--- src/core/hul_pkg.sv ---
package hul_pkg;

   // ==========================================================
   // Clock and timing
   localparam int unsigned CLK_HZ       = 50_000_000;
   localparam int unsigned POR_MS       = 2;
   localparam int unsigned POR_MAX_MS   = 8;
   localparam int unsigned NRDY_MS      = 2;
   localparam int unsigned NRDY_MIN_MS  = 1;
   localparam int unsigned NRDY_MAX_MS  = 10;
   localparam int unsigned POR_CYC      = POR_MS * (CLK_HZ / 1000);
   localparam int unsigned NRDY_CYC     = NRDY_MS * (CLK_HZ / 1000);
   localparam int unsigned CNT_W        = 24;

   // ==========================================================
   // Serial format and rates
   localparam int unsigned OVS          = 16;
   localparam int unsigned DATA_BITS    = 8;
   localparam int unsigned STOP_BITS    = 1;
   localparam int unsigned BAUD_DEF     = 115_200;
   localparam int unsigned BAUD_MIN     = 1_200;
   localparam int unsigned BAUD_MAX     = 921_600;
   localparam int unsigned DIV_W        = 16;
   localparam logic [15:0] DIV_RST      = 16'(CLK_HZ / (OVS * BAUD_DEF));
   localparam logic [15:0] DIV_LO       = 16'(CLK_HZ / (OVS * BAUD_MAX));
   localparam logic [15:0] DIV_HI       = 16'(CLK_HZ / (OVS * BAUD_MIN));
   localparam logic [3:0]  PH_MID       = 4'h7;
   localparam logic [3:0]  PH_LAST      = 4'hF;
   localparam logic [3:0]  BIT_STOP     = 4'(DATA_BITS + 1);
   localparam logic        FLOW_RST     = 1'b0;

   // ==========================================================
   // Register map (byte addresses) and fields
   localparam logic [7:0]  ADDR_CTRL    = 8'h00;
   localparam logic [7:0]  ADDR_BAUD    = 8'h04;
   localparam logic [7:0]  ADDR_STAT    = 8'h08;
   localparam logic [7:0]  ADDR_TXD     = 8'h0C;
   localparam logic [7:0]  ADDR_RXD     = 8'h10;
   localparam int unsigned CTRL_FLOW    = 0;
   localparam int unsigned ST_READY     = 0;
   localparam int unsigned ST_TX_BUSY   = 1;
   localparam int unsigned ST_RX_VALID  = 2;
   localparam int unsigned ST_OVERRUN   = 3;
   localparam int unsigned ST_FRAME_ERR = 4;
   localparam int unsigned ST_ENABLED   = 5;
   localparam int unsigned ST_RADIO_ON  = 6;

   // ==========================================================
   // Types
   typedef enum logic [2:0] {
      PW_POR,
      PW_OFF,
      PW_RADIO,
      PW_INIT,
      PW_NRDY,
      PW_READY
   } hul_pwr_t;

   typedef struct packed {
      logic        flow_en;
      logic [15:0] div;
   } hul_cfg_t;

endpackage

--- src/core/hul_baud_gen.sv ---
`timescale 1ns/1ns
`default_nettype none

// Oversampling tick: one-cycle enable every div_i clocks while run_i is high
module hul_baud_gen #(
   parameter int unsigned W = 16
) (
   input  wire logic         clk_i,
   input  wire logic         rst_n_i,
   input  wire logic         run_i,
   input  wire logic [W-1:0] div_i,
   output logic              tick_o
);

   logic [W-1:0] cnt_q;

   // ==========================================================
   // Divider
   always_ff @(posedge clk_i or negedge rst_n_i) begin
      if (!rst_n_i) begin
         cnt_q  <= '0;
         tick_o <= 1'b0;
      end else if (!run_i) begin
         cnt_q  <= '0;
         tick_o <= 1'b0;
      end else if (cnt_q >= div_i - W'(1)) begin
         cnt_q  <= '0;
         tick_o <= 1'b1;
      end else begin
         cnt_q  <= cnt_q + W'(1);
         tick_o <= 1'b0;
      end
   end

endmodule // hul_baud_gen

`default_nettype wire

--- src/core/hul_link.sv ---
`timescale 1ns/1ns
`default_nettype none

module hul_link #(
   parameter int unsigned POR_CYCLES  = hul_pkg::POR_CYC,
   parameter int unsigned NRDY_CYCLES = hul_pkg::NRDY_CYC
) (
   input  wire logic        clk_i,
   input  wire logic        rst_n_i,
   input  wire logic        psel_i,
   input  wire logic        penable_i,
   input  wire logic        pwrite_i,
   input  wire logic [7:0]  paddr_i,
   input  wire logic [31:0] pwdata_i,
   output logic [31:0]      prdata_o,
   output logic             pready_o,
   output logic             pslverr_o,
   input  wire logic        module_enable_in_i,
   input  wire logic        rx_i,
   input  wire logic        cts_n_i,
   output logic             tx_o,
   output logic             rts_n_o
);

   // ==========================================================
   // Pin synchronisers
   logic [1:0] en_sy_q;
   logic [1:0] rx_sy_q;
   logic [1:0] cts_sy_q;
   logic       en_s;
   logic       rx_s;
   logic       cts_n_s;

   always_ff @(posedge clk_i or negedge rst_n_i) begin
      if (!rst_n_i) begin
         en_sy_q  <= 2'h0;
         rx_sy_q  <= 2'h3;
         cts_sy_q <= 2'h3;
      end else begin
         en_sy_q  <= {en_sy_q[0], module_enable_in_i};
         rx_sy_q  <= {rx_sy_q[0], rx_i};
         cts_sy_q <= {cts_sy_q[0], cts_n_i};
      end
   end

   assign en_s    = en_sy_q[1];
   assign rx_s    = rx_sy_q[1];
   assign cts_n_s = cts_sy_q[1];

   // ==========================================================
   // Power-on sequence
   hul_pkg::hul_pwr_t         pwr_q;
   logic [hul_pkg::CNT_W-1:0] pcnt_q;
   logic                      ready;
   logic                      radio_on;

   assign ready    = (pwr_q == hul_pkg::PW_READY);
   assign radio_on = (pwr_q != hul_pkg::PW_POR) && (pwr_q != hul_pkg::PW_OFF);

   always_ff @(posedge clk_i or negedge rst_n_i) begin
      if (!rst_n_i) begin
         pwr_q  <= hul_pkg::PW_POR;
         pcnt_q <= '0;
      end else begin
         unique case (pwr_q)
            hul_pkg::PW_POR: begin
               // Internal reset holds until the supplies are assumed settled
               if (pcnt_q >= hul_pkg::CNT_W'(POR_CYCLES - 1)) begin
                  pwr_q  <= hul_pkg::PW_OFF;
                  pcnt_q <= '0;
               end else begin
                  pcnt_q <= pcnt_q + hul_pkg::CNT_W'(1);
               end
            end
            hul_pkg::PW_OFF: begin
               if (en_s) begin
                  pwr_q <= hul_pkg::PW_RADIO;
               end
            end
            hul_pkg::PW_RADIO: begin
               pwr_q <= en_s ? hul_pkg::PW_INIT : hul_pkg::PW_OFF;
            end
            hul_pkg::PW_INIT: begin
               pwr_q  <= en_s ? hul_pkg::PW_NRDY : hul_pkg::PW_OFF;
               pcnt_q <= '0;
            end
            hul_pkg::PW_NRDY: begin
               if (!en_s) begin
                  pwr_q <= hul_pkg::PW_OFF;
               end else if (pcnt_q >= hul_pkg::CNT_W'(NRDY_CYCLES - 1)) begin
                  pwr_q <= hul_pkg::PW_READY;
               end else begin
                  pcnt_q <= pcnt_q + hul_pkg::CNT_W'(1);
               end
            end
            hul_pkg::PW_READY: begin
               if (!en_s) begin
                  pwr_q <= hul_pkg::PW_OFF;
               end
            end
            default: begin
               pwr_q <= hul_pkg::PW_OFF;
            end
         endcase
      end
   end

   // ==========================================================
   // APB slave: one wait state, answer on the second access cycle
   hul_pkg::hul_cfg_t cfg_q;
   logic              acc;
   logic              wr_done;
   logic              rd_done;
   logic              tx_busy_q;
   logic              rx_valid_q;
   logic              ovr_q;
   logic              ferr_q;
   logic [7:0]        rx_data_q;
   logic [15:0]       div_w;
   logic [31:0]       rd_mux;
   logic              err_mux;

   assign acc     = psel_i & penable_i & pready_o;
   assign wr_done = acc & pwrite_i;
   assign rd_done = acc & ~pwrite_i;

   always_comb begin
      rd_mux  = 32'h0000_0000;
      err_mux = 1'b0;
      unique case (paddr_i)
         hul_pkg::ADDR_CTRL: rd_mux[hul_pkg::CTRL_FLOW] = cfg_q.flow_en;
         hul_pkg::ADDR_BAUD: rd_mux[15:0] = cfg_q.div;
         hul_pkg::ADDR_STAT: begin
            rd_mux[hul_pkg::ST_READY]     = ready;
            rd_mux[hul_pkg::ST_TX_BUSY]   = tx_busy_q;
            rd_mux[hul_pkg::ST_RX_VALID]  = rx_valid_q;
            rd_mux[hul_pkg::ST_OVERRUN]   = ovr_q;
            rd_mux[hul_pkg::ST_FRAME_ERR] = ferr_q;
            rd_mux[hul_pkg::ST_ENABLED]   = en_s;
            rd_mux[hul_pkg::ST_RADIO_ON]  = radio_on;
         end
         // Refused while busy or not ready: software must poll status first
         hul_pkg::ADDR_TXD: err_mux = pwrite_i & (tx_busy_q | ~ready);
         hul_pkg::ADDR_RXD: rd_mux[7:0] = rx_data_q;
         default:           err_mux = 1'b1;
      endcase
   end

   always_ff @(posedge clk_i or negedge rst_n_i) begin
      if (!rst_n_i) begin
         pready_o  <= 1'b0;
         pslverr_o <= 1'b0;
         prdata_o  <= 32'h0000_0000;
      end else begin
         pready_o  <= psel_i & penable_i & ~pready_o;
         pslverr_o <= psel_i & penable_i & ~pready_o & err_mux;
         if (psel_i & penable_i & ~pready_o & ~pwrite_i) begin
            prdata_o <= rd_mux;
         end
      end
   end

   // Out-of-range divisors are clamped to the supported rate band
   always_comb begin
      if (pwdata_i[15:0] < hul_pkg::DIV_LO) begin
         div_w = hul_pkg::DIV_LO;
      end else if (pwdata_i[15:0] > hul_pkg::DIV_HI) begin
         div_w = hul_pkg::DIV_HI;
      end else begin
         div_w = pwdata_i[15:0];
      end
   end

   // Initialisation restores the documented defaults on every start-up
   always_ff @(posedge clk_i or negedge rst_n_i) begin
      if (!rst_n_i) begin
         cfg_q.flow_en <= hul_pkg::FLOW_RST;
         cfg_q.div     <= hul_pkg::DIV_RST;
      end else if (pwr_q == hul_pkg::PW_INIT) begin
         cfg_q.flow_en <= hul_pkg::FLOW_RST;
         cfg_q.div     <= hul_pkg::DIV_RST;
      end else if (wr_done && paddr_i == hul_pkg::ADDR_CTRL) begin
         cfg_q.flow_en <= pwdata_i[hul_pkg::CTRL_FLOW];
      end else if (wr_done && paddr_i == hul_pkg::ADDR_BAUD) begin
         cfg_q.div <= div_w;
      end
   end

   // ==========================================================
   // Shared oversampling tick
   logic tick;

   hul_baud_gen #(
      .W (hul_pkg::DIV_W)
   ) u_baud (
      .clk_i   (clk_i),
      .rst_n_i (rst_n_i),
      .run_i   (ready),
      .div_i   (cfg_q.div),
      .tick_o  (tick)
   );

   // ==========================================================
   // Transmitter, fixed 8N1, LSB first
   logic       tx_act_q;
   logic [9:0] tx_sh_q;
   logic [3:0] tx_ph_q;
   logic [3:0] tx_bit_q;
   logic       tx_push;

   assign tx_push = wr_done & (paddr_i == hul_pkg::ADDR_TXD) & ~pslverr_o;

   always_ff @(posedge clk_i or negedge rst_n_i) begin
      if (!rst_n_i) begin
         tx_busy_q <= 1'b0;
         tx_act_q  <= 1'b0;
         tx_sh_q   <= 10'h3FF;
         tx_ph_q   <= 4'h0;
         tx_bit_q  <= 4'h0;
         tx_o      <= 1'b1;
      end else if (!ready) begin
         tx_busy_q <= 1'b0;
         tx_act_q  <= 1'b0;
         tx_o      <= 1'b1;
      end else if (tx_push) begin
         tx_busy_q <= 1'b1;
         tx_sh_q   <= {1'b1, pwdata_i[7:0], 1'b0};
      end else if (tx_busy_q && !tx_act_q) begin
         // With flow control on, held until the host's clear-to-send is low
         if (tick && (!cfg_q.flow_en || !cts_n_s)) begin
            tx_act_q <= 1'b1;
            tx_ph_q  <= 4'h0;
            tx_bit_q <= 4'h0;
            tx_o     <= tx_sh_q[0];
         end
      end else if (tx_act_q && tick) begin
         tx_ph_q <= tx_ph_q + 4'h1;
         if (tx_ph_q == hul_pkg::PH_LAST) begin
            if (tx_bit_q == hul_pkg::BIT_STOP) begin
               tx_busy_q <= 1'b0;
               tx_act_q  <= 1'b0;
            end else begin
               tx_sh_q  <= {1'b1, tx_sh_q[9:1]};
               tx_o     <= tx_sh_q[1];
               tx_bit_q <= tx_bit_q + 4'h1;
            end
         end
      end
   end

   // ==========================================================
   // Receiver, samples mid-bit on the oversampling tick
   logic       rx_act_q;
   logic [3:0] rx_ph_q;
   logic [3:0] rx_bit_q;
   logic [7:0] rx_sh_q;
   logic       rx_done;
   logic       rx_take;
   logic       stat_wr;

   assign rx_done = rx_act_q & tick & (rx_ph_q == hul_pkg::PH_MID) &
                    (rx_bit_q == hul_pkg::BIT_STOP);
   assign rx_take = rd_done & (paddr_i == hul_pkg::ADDR_RXD);
   assign stat_wr = wr_done & (paddr_i == hul_pkg::ADDR_STAT);

   // Traffic arriving before the ready state is dropped, not queued
   always_ff @(posedge clk_i or negedge rst_n_i) begin
      if (!rst_n_i) begin
         rx_act_q <= 1'b0;
         rx_ph_q  <= 4'h0;
         rx_bit_q <= 4'h0;
         rx_sh_q  <= 8'h00;
      end else if (!ready) begin
         rx_act_q <= 1'b0;
      end else if (!rx_act_q) begin
         if (tick && !rx_s) begin
            rx_act_q <= 1'b1;
            rx_ph_q  <= 4'h0;
            rx_bit_q <= 4'h0;
         end
      end else if (tick) begin
         rx_ph_q <= rx_ph_q + 4'h1;
         if (rx_ph_q == hul_pkg::PH_MID) begin
            rx_bit_q <= rx_bit_q + 4'h1;
            if (rx_bit_q == 4'h0 && rx_s) begin
               rx_act_q <= 1'b0; // Glitch, not a start bit
            end else if (rx_bit_q == hul_pkg::BIT_STOP) begin
               rx_act_q <= 1'b0;
            end else if (rx_bit_q != 4'h0) begin
               rx_sh_q <= {rx_s, rx_sh_q[7:1]};
            end
         end
      end
   end

   // Hardware set wins over a same-cycle software clear
   always_ff @(posedge clk_i or negedge rst_n_i) begin
      if (!rst_n_i) begin
         rx_valid_q <= 1'b0;
         rx_data_q  <= 8'h00;
         ovr_q      <= 1'b0;
         ferr_q     <= 1'b0;
      end else if (!ready) begin
         rx_valid_q <= 1'b0;
      end else begin
         rx_valid_q <= (rx_done & rx_s) | (rx_valid_q & ~rx_take);
         if (rx_done && rx_s) begin
            rx_data_q <= rx_sh_q;
         end
         ovr_q  <= (rx_done & rx_s & rx_valid_q & ~rx_take) |
                   (ovr_q & ~(stat_wr & pwdata_i[hul_pkg::ST_OVERRUN]));
         ferr_q <= (rx_done & ~rx_s) |
                   (ferr_q & ~(stat_wr & pwdata_i[hul_pkg::ST_FRAME_ERR]));
      end
   end

   // ==========================================================
   // Request-to-send: low only when ready and the holding byte is free
   always_ff @(posedge clk_i or negedge rst_n_i) begin
      if (!rst_n_i) begin
         rts_n_o <= 1'b1;
      end else begin
         rts_n_o <= ~(cfg_q.flow_en & ready & ~rx_valid_q);
      end
   end

endmodule // hul_link

`default_nettype wire

--- config.mk ---
export PLATFORM = sky130hd
export DESIGN_NAME = hul_link
export DESIGN_NICKNAME = d
export VERILOG_FILES = /design/src/core/hul_pkg.sv /design/src/core/hul_baud_gen.sv /design/src/core/hul_link.sv
export SDC_FILE = /design/constraint.sdc
export NUM_CORES = 1
export LEC_CHECK = 0
export BUFFER_PORTS_ARGS = -buffer_cell sky130_fd_sc_hd__buf_2
export CAP_MARGIN = 20
export CORE_MARGIN = 1
export CORE_UTILIZATION = 48
export CTS_BUF_LIST = sky130_fd_sc_hd__clkbuf_8
export DETAILED_ROUTE_END_ITERATION = 12
export GPL_ROUTABILITY_DRIVEN = 0
export PLACE_DENSITY_LB_ADDON = 0.3
export SLEW_MARGIN = 20
export SYNTH_ARGS = -nofsm -noshare
export SYNTH_HDL_FRONTEND = slang
export SYNTH_SLANG_ARGS = --single-unit
--- constraint.sdc ---
create_clock -name clk_i -period 5.7 [get_ports clk_i]
set_input_delay 0.57 -clock clk_i [delete_from_list [all_inputs] [get_ports clk_i]]
set_output_delay 0.57 -clock clk_i [all_outputs]
set_load 0.01 [all_outputs]
==> impl_metrics.tcl <==
set metrics [dict create \
    status "complete, no violations" \
    die_height_um 122 \
    post_cts_buffers 0 \
    min_path_type "in -> async" \
    timing.final.ws_setup_ns 2.11 \
    final_layout_size_suffix_gt1_share_pct 17.2 \
    ant_nets 0 \
    p_sw_uw 428 \
    routedWlPerCell_um 15.7 \
    setup_tns_ns 0 \
    hold_ws_ns 0.0841 \
    cts_buffers 17 \
    slew_violations 0 \
    drc_errors 0 \
    cpLargestDelayFamily "simple AND/OR/NAND/NOR gates" \
    ys_seq_area_share_pct 49.3 \
    fin_cells 929 \
    antenna_cells 0 \
    io_pins 84 \
    dpl.cell_count 895 \
    grt_pass1_vias 5043 \
    worst_setup_path_start_kind "register" \
    finalWirelength_mm 14.6 \
    max_cap_viol_count 0 \
    ff2ff_path_depth 11 \
    synth-main-ff-cell "dfrtp_1" \
    routed_via_density 5.50 \
    cts.sinks 134 \
    setup_violations 0 \
    crit_path_top_delay_cell "o211ai_1" \
    start_util_pct 49.4 \
    hpwl_mm 10.5 \
    critPathArrivalTime_ns 3.93 \
    clk_pin_slew_ns 0.07 \
    rr_startpoint "cfg_q[2]" \
    max_slew.worst_pin.slew_ns 0.858 \
    max-slew-margin-rel_pct 42.7 \
    gr-usage-all-layers_pct 21.4 \
    cell_internal_pwr_uw 1420 \
    critical_path_class "reg -> reg" \
    grt_overflow 0 \
    power_density_mw_per_mm2 242 \
    ys_warn_count 0 \
    syn-instance-count 686 \
    synthArstFlopShare_pct 100 \
    port_buffers 51 \
    ctsHtreeMaxLevel 4 \
    switching_share_pct 23.2 \
    ctsHoldBuffers 0 \
    core-area_mm2 0.0139 \
    clkPwrFrac_pct 44.0 \
    power_uw 1850 \
    synth-edff-count 0 \
    layout.nets 810 \
    clk_path_buf_depth 2 \
    grt_pass1_wl_mm 24.3 \
    preCtsSetupSlack_ns 1.90 \
    rrSetupSlack_ns 2.11 \
    rows 43 \
    avgSynthCellArea_um2 10.0 \
    p_leak_uw 0.00360 \
    synth.distinct_cells 63 \
    pwr-share-comb_pct 3.7 \
    end_kind "register" \
    fp.dieArea_mm2 0.0148 \
    hold_viol 0 \
    area_growth_pct 11.1 \
    antenna_found_initial 0 \
    skew_ns 0.0103 \
    cts-root-buf "clkbuf_8" \
    path_max_fanout 8 \
    crit_buf_inv 1 \
    cts_tree "built" \
    num-fill-cells 1204 \
    routed-via-count 5114 \
    min_period_ns 3.59 \
    dieWidth_um 122 \
    r2r_end "u_baud.cnt_q[8]" \
    power_frac_seq_pct 52.3 \
    vdd_drop_max_uv 222 \
    worstSkewPairLatency_ns 0.45 \
    ys_seq_elements 134 \
    rsz0062_at_grt "false" \
    dr.pass1.iters 5 \
    critPathMaxStageDelay_ns 0.52 \
    required_ns 6.04 \
    grt_max_degree 78 \
    drt-initial-drc-count 317 \
    cts-resized-gates 0 \
    max_freq_mhz 279 \
    cp_cell_sequence "nor3_1 -> nand2b_1 -> nor4_1 -> nand2_1 -> xor2_1 -> ha_1 -> nand4_1 -> o41a_1 -> o211ai_1 -> buf_4 -> nor2_1" \
    fin_crit_sh_pct 63.0 \
    netlist_area_mm2 0.00686 \
]
==> cells in the mapped netlist, types with 3 or more instances <==
master    instances  share of area (%)
dfrtp_1         115                 42
nand2_1          78                4.3
nor2_1           72                3.9
o21ai_0          41                3.0
ha_1             26                4.7
nand3_1          25                1.8
xor2_1           24                3.1
dfstp_2          19                7.3
and3_1           18                1.6
a21oi_1          17                1.2
inv_1            17               0.93
buf_4            16                1.8
clkbuf_1         16               0.88
xnor2_1          16                2.0
mux2_2           15                2.5
nand4_1          14                1.3
nor3_1           14                1.0
mux2i_1          12                1.8
a22o_1            9                1.1
nand2b_1          9               0.82
a21o_1            8               0.88
and2_1            8               0.73
nor2b_1           8               0.73
nor4_1            8               0.73
a211oi_1          6               0.66
a222oi_1          5               0.73
buf_2             5               0.36
o31ai_1           5               0.55
and4_1            4               0.51
nand3b_1          4               0.44
nor3b_1           4               0.44
o211ai_1          4               0.44
a21boi_0          3               0.33
or4_1             3               0.33
==> cells by family after synthesis <==
kind of cell	synth area share, %
adders and majority gates	4.74
other	0.0547
xor gates and xnor gates	5.11
muxes	4.22
and+or+nand+nor	20.3
buffers and inverters	4.25
AOI/OAI and AO/OA	12.0
DFF	49.3
==> power by group through the flow <==
stage	Sequential (uW)	Combinational (uW)	Clock, uW
after global placement	983	67.0	0
after detailed placement	984	68.0	0
after floorplan	984	27.2	0
after CTS	965	68.2	830
after global routing	966	78.3	867
final	965	68.7	813
==> state kept, by name, indices dropped and copies added, names as in the netlist, 2 cells and up <==
| signal | cells |
|---|---|
| cfg_q | 17 |
| cts_sy_q | 2 |
| en_sy_q | 2 |
| pcnt_q | 24 |
| prdata_o | 16 |
| pwr_q | 3 |
| rx_bit_q | 4 |
| rx_data_q | 8 |
| rx_ph_q | 4 |
| rx_sh_q | 8 |
| rx_sy_q | 2 |
| tx_bit_q | 4 |
| tx_ph_q | 4 |
| tx_sh_q | 9 |
| u_baud.cnt_q | 16 |
==> how the worst max path moves through the flow <==
stage                        start               end  slack (ns)  cells past startpoint
after global placement    cfg_q[2]  u_baud.cnt_q[15]        1.99                     10
after detailed placement  cfg_q[2]   u_baud.cnt_q[3]        1.90                     10
after global routing      cfg_q[2]   u_baud.cnt_q[8]        1.73                     11
after floorplan           cfg_q[2]  u_baud.cnt_q[10]        2.59                     11
final                     cfg_q[2]   u_baud.cnt_q[8]        2.11                     11
after CTS                 cfg_q[2]  u_baud.cnt_q[13]        1.85                     10
==> worst register-to-register path, cell delays in order (launching register included) <==
cell and delay (ns):
dfrtp_1 0.45, nor3_1 0.31, nand2b_1 0.11, nor4_1 0.46
nand2_1 0.21, xor2_1 0.19, ha_1 0.32, nand4_1 0.13
o41a_1 0.46, o211ai_1 0.52, buf_4 0.27, nor2_1 0.05
==> layout make-up <==
class	count	area, um2	share of cell area, %
sequential	134	3380	44.3
multi-input combinational	511	3240	42.6
timing repair buffer	55	300	3.94
clock buffer	18	248	3.25
tap	180	225	2.96
clock inverter	14	160	2.10
inverter	17	63.8	0.838
==> routing by layer <==
metal	wire, um	global-route usage, %
met1	6630	28.2
met2	7090	34.5
met3	547	3.85
met4	306	9.10
met5	0	0
==> stage by stage <==
stage / instance area, um2 / utilization [%]
6_report: 7620 / 54.9
5_1_grt: 7620 / 54.9
4_1_cts: 7590 / 54.7
3_5_place_dp: 7180 / 51.7
3_3_place_gp: 7180 / 51.7
2_1_floorplan: 6910 / -
==> placed cells by master (no fill, tap or decap), types with 6 or more instances in the layout <==
master    count
nand2_1      78
nand4_1      14
mux2_2       15
a21o_1        8
dfrtp_1     115
buf_2        50
a21oi_1      17
nand2b_1      9
and3_1       18
dfstp_2      19
nor2_1       72
a211oi_1      6
and2_1        8
a22o_1        9
nand3_1      25
inv_1        18
ha_1         26
mux2i_1      12
nor2b_1       8
o21ai_0      41
nor4_1        8
conb_1       16
xnor2_1      16
clkbuf_8     18
xor2_1       24
nor3_1       14
Power figures use the tool's default switching activity.
